==> config.mk <==
export PLATFORM = sky130hd
export DESIGN_NAME = bbce_exec
export DESIGN_NICKNAME = d
export VERILOG_FILES = /design/src/bbce_pkg.sv /design/src/bbce_exec.sv
export SDC_FILE = /design/constraint.sdc
export NUM_CORES = 1
export LEC_CHECK = 0
export BUFFER_PORTS_ARGS = -buffer_cell sky130_fd_sc_hd__buf_2
export CORE_MARGIN = 4
export CORE_UTILIZATION = 40
export CTS_BUF_LIST = sky130_fd_sc_hd__clkbuf_8
export DETAILED_ROUTE_END_ITERATION = 10
export PLACE_DENSITY = 0.67
export SYNTH_ARGS = -nofsm -noshare
export SYNTH_HDL_FRONTEND = slang
export SYNTH_SLANG_ARGS = --single-unit
export TNS_END_PERCENT = 5
==> constraint.sdc <==
create_clock -name clock -period 2.2 [get_ports clock]
set_clock_uncertainty 0.2 [all_clocks]
set_input_delay 0.11 -clock clock [delete_from_list [all_inputs] [get_ports clock]]
set_output_delay 0.11 -clock clock [all_outputs]
set_load 0.01 [all_outputs]
==> src/bbce_pkg.sv <==
/*
 * Shared constants for the bit, branch and call execution unit.
 * Assumes the core supplies one decoded operation at a time.
 */
package bbce_pkg;

	// ****************************************
	// Widths
	// ****************************************
	localparam int PC_W = 15;
	localparam int FILE_W = 7;
	localparam int BANK_W = 6;
	localparam int DADDR_W = BANK_W + FILE_W;
	localparam int DATA_W = 8;
	localparam int BITSEL_W = 3;
	localparam int LIT_W = 11;
	localparam int BRLIT_W = 9;
	localparam int LATCH_W = 7;
	localparam int OP_W = 3;

	// ****************************************
	// Field positions
	// ****************************************
	localparam int CALL_LO_MSB = 10;
	localparam int LATCH_CALL_MSB = 6;
	localparam int LATCH_CALL_LSB = 3;
	localparam int BRLIT_SIGN = 8;

	// ****************************************
	// Operation codes
	// ****************************************
	localparam logic [OP_W-1:0] OP_BIT_CLEAR = 3'h0;
	localparam logic [OP_W-1:0] OP_BIT_SET = 3'h1;
	localparam logic [OP_W-1:0] OP_BRANCH_LIT = 3'h2;
	localparam logic [OP_W-1:0] OP_BRANCH_ACC = 3'h3;
	localparam logic [OP_W-1:0] OP_SKIP_CLEAR = 3'h4;
	localparam logic [OP_W-1:0] OP_SKIP_SET = 3'h5;
	localparam logic [OP_W-1:0] OP_CALL = 3'h6;

	// ****************************************
	// Reset values
	// ****************************************
	localparam logic [PC_W-1:0] PC_RST = 15'h0000;
	localparam logic [DADDR_W-1:0] DADDR_RST = 13'h0000;
	localparam logic [DATA_W-1:0] DATA_RST = 8'h00;

	// ****************************************
	// Sequencer states
	// ****************************************
	typedef enum logic [0:0] {
		BBCE_IDLE = 1'b0,
		BBCE_SECOND = 1'b1
	} bbce_state_t;

endpackage

==> src/bbce_exec.sv <==
/*
 * Execution unit for bit clear, bit set, relative branches, bit test with
 * skip and absolute call.
 * Assumes a combinational file read port addressed by rd_addr, a fetch unit
 * that honours pc_load and replaces the fetched word by a no-op on flush,
 * and a return stack that pushes push_addr on push_en.
 */
`timescale 1ns/100ps

// Functional notes
// - Bit clear zeroes bit b of file register, others kept, no flags.
// - Bit set forces selected bit to one, others kept, no flags.
// - Literal branch adds sign-extended 9-bit k to incremented PC.
// - Literal branch takes two cycles, prefetched instruction flushed.
// - Accumulator branch: next PC plus unsigned accumulator, two cycles.
// - Skip-if-clear discards next instruction as no-op when bit is zero.
// - Skip-if-set discards next instruction as no-op when bit is one.
// - Call pushes address after the call before the PC changes.
// - Call loads its 11-bit operand into PC bits 10 to 0.
// - Call fills PC bits 14 to 11 from latch bits 6 to 3.
// - Call takes two cycles and leaves status flags unchanged.
module bbce_exec
	import bbce_pkg::*;
(
	input wire logic clock,
	input wire logic arst_n,
	input wire logic clk_en,
	input wire logic instr_valid,
	output logic instr_ready,
	input wire logic [OP_W-1:0] instr_op,
	input wire logic [FILE_W-1:0] file_addr,
	input wire logic [BITSEL_W-1:0] bit_sel,
	input wire logic [LIT_W-1:0] lit_k,
	input wire logic [PC_W-1:0] pc_incr,
	input wire logic [DATA_W-1:0] accum,
	input wire logic [BANK_W-1:0] bank_sel,
	input wire logic [LATCH_W-1:0] pc_upper_latch,
	output logic [DADDR_W-1:0] rd_addr,
	input wire logic [DATA_W-1:0] rd_data,
	output logic wr_en,
	output logic [DADDR_W-1:0] wr_addr,
	output logic [DATA_W-1:0] wr_data,
	output logic pc_load,
	output logic [PC_W-1:0] pc_target,
	output logic flush,
	output logic push_en,
	output logic [PC_W-1:0] push_addr
);

	// ****************************************
	// State
	// ****************************************
	bbce_state_t state_q;
	bbce_state_t state_d;
	logic wr_en_q;
	logic wr_en_d;
	logic [DADDR_W-1:0] wr_addr_q;
	logic [DADDR_W-1:0] wr_addr_d;
	logic [DATA_W-1:0] wr_data_q;
	logic [DATA_W-1:0] wr_data_d;
	logic pc_load_q;
	logic pc_load_d;
	logic [PC_W-1:0] pc_target_q;
	logic [PC_W-1:0] pc_target_d;
	logic flush_q;
	logic flush_d;
	logic push_en_q;
	logic push_en_d;
	logic [PC_W-1:0] push_addr_q;
	logic [PC_W-1:0] push_addr_d;

	logic [DATA_W-1:0] bit_mask;
	logic tested_bit;
	logic [PC_W-1:0] br_offset;
	logic [PC_W-1:0] acc_offset;
	logic accept;
	logic op_clear;
	logic op_set;
	logic op_br_lit;
	logic op_br_acc;
	logic op_skip_clr;
	logic op_skip_set;
	logic op_call;
	logic skip_taken;
	logic two_cycle;
	logic [PC_W-1:0] call_target;

	// ****************************************
	// Operand decode
	// ****************************************
	// The full data address joins the bank with the 7-bit operand.
	assign rd_addr = {bank_sel, file_addr};
	assign bit_mask = DATA_W'(1) << bit_sel;
	assign tested_bit = rd_data[bit_sel];
	assign br_offset = {{(PC_W-BRLIT_W){lit_k[BRLIT_SIGN]}},
		lit_k[BRLIT_W-1:0]};
	assign acc_offset = {{(PC_W-DATA_W){1'b0}}, accum};

	// The second cycle of a two-cycle operation refuses new work.
	assign instr_ready = (state_q == BBCE_IDLE);
	assign accept = instr_valid && instr_ready;

	// ****************************************
	// Operation decode
	// ****************************************
	// Every strobe is qualified by the take, so a refused offer does nothing.
	always_comb
	begin
		op_clear = 1'b0;
		op_set = 1'b0;
		op_br_lit = 1'b0;
		op_br_acc = 1'b0;
		op_skip_clr = 1'b0;
		op_skip_set = 1'b0;
		op_call = 1'b0;
		if (accept)
		begin
			case (instr_op)
				OP_BIT_CLEAR:
				begin
					op_clear = 1'b1;
				end
				OP_BIT_SET:
				begin
					op_set = 1'b1;
				end
				OP_BRANCH_LIT:
				begin
					op_br_lit = 1'b1;
				end
				OP_BRANCH_ACC:
				begin
					op_br_acc = 1'b1;
				end
				OP_SKIP_CLEAR:
				begin
					op_skip_clr = 1'b1;
				end
				OP_SKIP_SET:
				begin
					op_skip_set = 1'b1;
				end
				OP_CALL:
				begin
					op_call = 1'b1;
				end
				// The spare code is taken and has no effect.
				default:
				begin
					op_call = 1'b0;
				end
			endcase
		end
	end

	// The call target joins the latch field with the 11-bit operand.
	assign call_target = {pc_upper_latch[LATCH_CALL_MSB:LATCH_CALL_LSB],
		lit_k[CALL_LO_MSB:0]};
	// A skip costs a second cycle only when its test succeeds.
	assign skip_taken = (op_skip_clr && !tested_bit)
		|| (op_skip_set && tested_bit);
	assign two_cycle = op_br_lit || op_br_acc || skip_taken || op_call;

	// ****************************************
	// Sequencer
	// ****************************************
	// The second cycle runs the flushed slot as a no-op and takes no new
	// work, which is what makes these operations two cycles long.
	always_comb
	begin
		state_d = state_q;
		case (state_q)
			BBCE_IDLE:
			begin
				if (two_cycle)
				begin
					state_d = BBCE_SECOND;
				end
			end
			BBCE_SECOND:
			begin
				state_d = BBCE_IDLE;
			end
			default:
			begin
				state_d = BBCE_IDLE;
			end
		endcase
	end

	always_ff @(posedge clock or negedge arst_n)
	begin
		if (!arst_n)
		begin
			state_q <= BBCE_IDLE;
		end
		else if (clk_en)
		begin
			state_q <= state_d;
		end
	end

	// ****************************************
	// File register write port
	// ****************************************
	// Only the addressed bit changes; the rest of the byte is written back
	// as read. No status flag port exists, so no flag can be touched.
	always_comb
	begin
		wr_en_d = 1'b0;
		wr_addr_d = wr_addr_q;
		wr_data_d = wr_data_q;
		if (op_clear)
		begin
			wr_en_d = 1'b1;
			wr_addr_d = rd_addr;
			wr_data_d = rd_data & ~bit_mask;
		end
		else if (op_set)
		begin
			wr_en_d = 1'b1;
			wr_addr_d = rd_addr;
			wr_data_d = rd_data | bit_mask;
		end
	end

	always_ff @(posedge clock or negedge arst_n)
	begin
		if (!arst_n)
		begin
			wr_en_q <= 1'b0;
			wr_addr_q <= DADDR_RST;
			wr_data_q <= DATA_RST;
		end
		else if (clk_en)
		begin
			wr_en_q <= wr_en_d;
			wr_addr_q <= wr_addr_d;
			wr_data_q <= wr_data_d;
		end
	end

	// ****************************************
	// Program counter and flush
	// ****************************************
	// Every two-cycle operation flushes the prefetched word; branches and
	// calls also load a new program counter in that same cycle.
	always_comb
	begin
		pc_load_d = 1'b0;
		pc_target_d = pc_target_q;
		flush_d = two_cycle;
		if (op_br_lit)
		begin
			pc_load_d = 1'b1;
			pc_target_d = pc_incr + br_offset;
		end
		else if (op_br_acc)
		begin
			pc_load_d = 1'b1;
			pc_target_d = pc_incr + acc_offset;
		end
		else if (op_call)
		begin
			pc_load_d = 1'b1;
			pc_target_d = call_target;
		end
	end

	always_ff @(posedge clock or negedge arst_n)
	begin
		if (!arst_n)
		begin
			pc_load_q <= 1'b0;
			pc_target_q <= PC_RST;
			flush_q <= 1'b0;
		end
		else if (clk_en)
		begin
			pc_load_q <= pc_load_d;
			pc_target_q <= pc_target_d;
			flush_q <= flush_d;
		end
	end

	// ****************************************
	// Return stack push
	// ****************************************
	// The return address is the one that stood before the call changed it.
	always_comb
	begin
		push_en_d = 1'b0;
		push_addr_d = push_addr_q;
		if (op_call)
		begin
			push_en_d = 1'b1;
			push_addr_d = pc_incr;
		end
	end

	always_ff @(posedge clock or negedge arst_n)
	begin
		if (!arst_n)
		begin
			push_en_q <= 1'b0;
			push_addr_q <= PC_RST;
		end
		else if (clk_en)
		begin
			push_en_q <= push_en_d;
			push_addr_q <= push_addr_d;
		end
	end

	// ****************************************
	// Outputs
	// ****************************************
	assign wr_en = wr_en_q;
	assign wr_addr = wr_addr_q;
	assign wr_data = wr_data_q;
	assign pc_load = pc_load_q;
	assign pc_target = pc_target_q;
	assign flush = flush_q;
	assign push_en = push_en_q;
	assign push_addr = push_addr_q;

endmodule

# After elaboration in Yosys (flattened, before gate mapping)
# Cells that the tools add are included.
# classes
add_sub_neg	2
n_eq_ne	6
bitwise	4
mux	30
n_lt_le_gt_ge	1
shifts	1
n_reduce_logical	14
# ops
cell	n
$mux 15	3
$mux 13	2
$mux 1	21
$mux 8	2
$add 15x15->15	1
$add 15x8->15	1
$eq 3x3->1 const B	3
$and 8x8->8	1
$not 8->8	1
$or 8x8->8	1
$shl 1x3->8 const A	1
$eq 3x2->1 const B	2
$reduce_and 2->1	3
$logic_or 1x1->1	4
$lt 3x4->1 const B	1
$bmux 1 s3	1
$eq 3x1->1 const B	1
$logic_and 1x1->1	3
$logic_not 3->1	1
$reduce_bool 3->1	1
$pmux 1 s2	1
$reduce_bool 2->1	1
$logic_not 1->1	1
$not 1->1	1
# totals
ff_bits	56
elab_cells	67
input_bits	72
output_inout_bits	69

# Depth between registers and ports, before layout
# depth
word_depth	9
ltp_mapped	9
mapped_depth_nobuf	9

# Worst setup path after synthesis
# Ideal clock, no wire load.
# synth_path
kind	input-to-reg
from	input pc_incr[0]
to	register pc_target_q[10] (netlist: pc_target[10])
setup_time_ns	0.082
path_slack_ns	0.118
stages	9
n_path_buf	0
required_time_ns	1.918
arrival_ns	1.800
path_cell_list	ha_1 -> inv_1 -> fa_1 -> nor2b_1 -> o2111a_1 -> o211a_1 -> nor2_1 -> or4_1 -> a31oi_1
# synth_between
elab_chain_cells	3
elab_cells_between_ends	4
classes_between	add/sub (2); mux (2)
# synth_lines
item	line_no	rtl
start, declared	bbce_exec.sv:34	input wire logic [PC_W-1:0] pc_incr,
$add 15x8->15	bbce_exec.sv:261	pc_target_d = pc_incr + acc_offset;
$mux 15	bbce_exec.sv:258	else if (op_br_acc)
$mux 15 (*)	bbce_exec.sv:253	if (op_br_lit)
end signal, assigned	bbce_exec.sv:281	pc_target_q <= pc_target_d;
end, declared	bbce_exec.sv:63	logic [PC_W-1:0] pc_target_q;
# Mark *: on every way between the ends. The rest lies on a longest branch, timed or not.
# A chain may end at the register's enable or synchronous reset.

# Final worst setup path
# layout_path
from	input pc_incr[11]
to	register pc_target_q[13] (netlist: pc_target[13])
# Same word-level chain as after synthesis.

==> metrics.md <==
| Metric | Value |
|---|---|
| Post-CTS setup buffers | `0` |
| Commonest cells after routing, fill and taps aside | `137 x buf_2, 56 x dfrtp_1, 47 x dlygate4sd3_1` |
| Worst-skew pair later-pin latency | `just over 300 ps` |
| Gpl congestion | `0.888` |
| Initial detailed-routing violation count | `225` |
| Worst EP arrival | `2180 ps` |
| Final hold vios | `0` |
| Pre-CTS worst setup slack | `-149 ps` |
| Compound-Gate Fraction of Synth Area | `a little under a fifth` |
| CP Capture Type | `flip-flop` |
| RSZ-0062 raised after global routing | `true` |
| Leak Pwr | `roughly 2.7 nW` |
| Worst setup slack after layout | `29.9 ps` |
| Core ar. | `about 9400 µm²` |
| Synthesis-stage register bit count | `56` |
| Layout cells sized above 1 | `a little over a third` |
| HP Class | `input port to flip-flop` |
| Cell area after synthesis | `3900 µm²` |
| First-pass GRT wire length | `roughly 20,000 µm` |
| Combinational power share | `a little under two fifths` |
| FMAX | `between 400 and 500 MHz` |
| Total wire length | `between 10,000 and 15,000 µm` |
| Xor and xnor fraction of the mapped netlist area | `under 10%` |
| Fin crit share | `between 90% and 100%` |
| Largest fanout on the critical path | `5` |
| Number of max-cap violations | `0` |
| HPWL after DPL | `9200 µm` |
| Remaining antenna violation count | `0` |
| Number of global-route vias before repair | `about 3.9k` |
| Min cycle time layout | `2170 ps` |
| Worst-Margin Slew | `roughly 700 ps` |
| Simple-gate area share of the yosys netlist | `about 16%` |
| Initial Util | `around two fifths` |
| Peak VDD IR | `between 0.0003 and 0.0004 V` |
| I/O pins | `between 100 and 150` |
| Most common cell after layout, fill and taps aside | `buf_2` |
| Sw Share | `~33%` |
| Psw | `around 1.1 mW` |
| Largest family of logic cells by synthesized area | `compound AO/OA/AOI/OAI gates` |
| R2R depth | `7` |
| H-tree depth | `2` |
| P&R area growth vs syn | `41.0%` |
| GRT Util Overall | `21.2%` |
| Slew margin rel. | `roughly 55%` |
| Setup Viol. Count Final | `0` |
| Register area | `1400 µm²` |
| Row Count | `35` |
| Yosys cell types | `56` |
| Status | `finished, final reports clean` |
| Placed Instances | `689` |
| Critical Path Source Type | `input port` |
| Worst Hold Depth | `5` |
| DR pass1 iterations | `5` |
| Area of the multi-input gates | `2300 µm²` |
| Sequential share of the synthesized area | `a little over a third` |
| Post-synth ARST share | `100%` |
| Max Slew Vio Count | `0` |
| CP Cell Sequence | `dlygate4sd3_1 > buf_2 > ha_1 > buf_4 > a21o_1 > a221o_1 > nor3_1 > nand3b_1 > a31oi_1` |
| Mux contribution to synthesized area | `between 10% and 20%` |
| Die area | `between 10,000 and 15,000 µm²` |
| CP max stage delay | `540 ps` |
| Required time of the critical path | `about 2200 ps` |
| Clock sinks | `56` |
| Slack of the worst reg-to-reg path | `roughly 270 ps` |
| Post-Syn Instances | `roughly 410` |
| Vias per cell | `5.27` |
| Gr ovfl total | `0` |
| Diodes inserted | `0` |
| Clk root buf | `clkbuf_8` |
| Kind of critical path | `input port to flip-flop` |
| Die width | `107 µm` |
| Worst R2R Start | `state_q` |
| Ys Warns | `0` |
| Synthesized area per cell | `9.45 µm²` |
| Clock power share | `21.2%` |
| HP Start | `pc_upper_latch[4]` |
| DRC errors left | `0` |
| Internal power | `2.29 mW` |
| Hold Slack | `about 18 ps` |
| Adder-cell share of the synthesized area | `8.08%` |
| Final cell count without fillers | `about 740` |
| Port-buffer cells | `137` |
| Pwr Total | `around 3.4 mW` |
| Crit-path slowest cell | `dlygate4sd3_1` |
| DR vias | `3,919` |
| TNS Setup | `0 ps` |
| Max Root-Sink Buffers | `2` |
| Most used DFF post-synth | `dfrtp_1` |
| Die Ht | `about 110 µm` |
| RR Endpoint | `pc_target[9]` |
| Final #Nets | `~700` |
| Sequential share of power | `40.8%` |
| CTS tree | `built` |
| Initial antenna violation count | `0` |
| Worst hold endpoint | `pc_target[12]` |
| Worst-path clk slew | `around 110 ps` |
| Fillers | `approximately 850` |
| Syn_nets | `~510` |
| Largest net degree at the start of global routing | `31` |
| Inserted Clock Buffers | `5` |
| Post-synth EDFFs | `0` |
| Drt wl/cell | `roughly 16 µm` |
| Power per cell area | `625 nW/µm²` |
-- synthesized netlist by cell type, types with 2 or more instances --
cell type / n / area [µm²]
dfrtp_1: 56 / 1400
nand2_1: 43 / 161
mux2_2: 29 / 327
o21ai_0: 28 / 140
a21oi_1: 27 / 135
nor2_1: 25 / 93.8
ha_1: 22 / 275
mux2i_1: 14 / 140
buf_4: 13 / 97.6
clkbuf_1: 12 / 45.0
a21o_1: 11 / 82.6
inv_1: 11 / 41.3
o211ai_1: 10 / 75.1
and3_1: 9 / 56.3
nand3_1: 9 / 45.0
xnor2_1: 7 / 61.3
nand2b_1: 6 / 37.5
nor3_1: 6 / 30.0
xor2_1: 6 / 52.6
a31oi_1: 5 / 31.3
or3_1: 5 / 31.3
a211oi_1: 4 / 30.0
nand3b_1: 4 / 30.0
a21boi_0: 3 / 22.5
a221oi_1: 3 / 26.3
a22o_1: 3 / 26.3
buf_2: 3 / 15.0
nor2b_1: 3 / 18.8
and2_1: 2 / 12.5
fa_1: 2 / 40.0
mux4_2: 2 / 45.0
nand4_1: 2 / 12.5
nor3b_1: 2 / 15.0
o21a_1: 2 / 15.0
o21bai_1: 2 / 15.0
or4_1: 2 / 15.0
-- layout make-up --
cell class                      count  area share [%]
Multi-Input combinational cell    317            41.8
Timing Repair Buffer              223            26.8
Sequential cell                    56            25.5
Tap cell                          129            2.94
Clock buffer                        6            1.50
Inverter                           11           0.751
Clock inverter                      2           0.705
-- logic make-up after synthesis --
kind of cell | after synthesis
compound gates | 110
simple gates | 125
fa+ha+maj | 24
mux | 45
xor+xnor | 13
buf+inv | 40
flops | 56
-- routing by layer --
layer	up-vias	part of all wire [%]	global-route usage, %
met4	0	1.5	4.20
met1	1851	44	28.0
met2	153	47	36.8
li1	1897	-	-
met3	18	7.1	3.43
met5	-	0	0
-- state kept, by name, summed over array words and instances (netlist names) --
name       flops
wr_data        8
state_q        1
pc_load        1
push_addr     15
wr_en          1
flush          1
pc_target     15
wr_addr       13
push_en        1
-- critical path: cells and delay by family --
kind | cells | cell delay, ps
and+or+nand+nor | 2 | 330
buffers and inverters | 3 | 840
AOI/OAI and AO/OA | 3 | 620
adders and majority gates | 1 | 290
-- timing repair --
item                                    4_1_cts  5_1_grt
endpoints found under the setup margin        0        3
hold endpoints to repair                     80        0
hold buffers                                 47        0
resized for setup                             0        4
-- through the flow --
| step | cell area [µm²] | utilization (%) |
|---|---|---|
| after global routing | 5500 | 58.7 |
| after floorplan | 3900 | - |
| after global placement | 4900 | 52.3 |
| after detailed placement | 4900 | 52.3 |
| final | 5500 | 58.7 |
| after CTS | 5500 | 58.6 |
-- power by group through the flow --
stage               combinational [mW]  sequential, mW  clock, mW
global route                      1.44            1.44      0.799
floorplan                        0.560            1.53          0
finish                            1.31            1.40      0.730
CTS                               1.31            1.40      0.759
detailed placement                1.24            1.42          0
global placement                  1.22            1.41          0
-- worst max path at each step --
| stage | from | endpoint | slack (ps) | depth (start not counted) |
|---|---|---|---|---|
| 6_report | pc_incr[11] | pc_target[13] | 30 | 9 |
| 5_1_grt | pc_incr[11] | pc_target[13] | -10 | 9 |
| 4_1_cts | pc_incr[11] | pc_target[13] | 10 | 9 |
| 3_3_place_gp | pc_incr[0] | pc_target[10] | -130 | 10 |
| 2_1_floorplan | pc_incr[0] | pc_target[10] | 120 | 9 |
| 3_5_place_dp | pc_incr[0] | pc_target[10] | -150 | 10 |
Power figures use the tool's default switching activity.
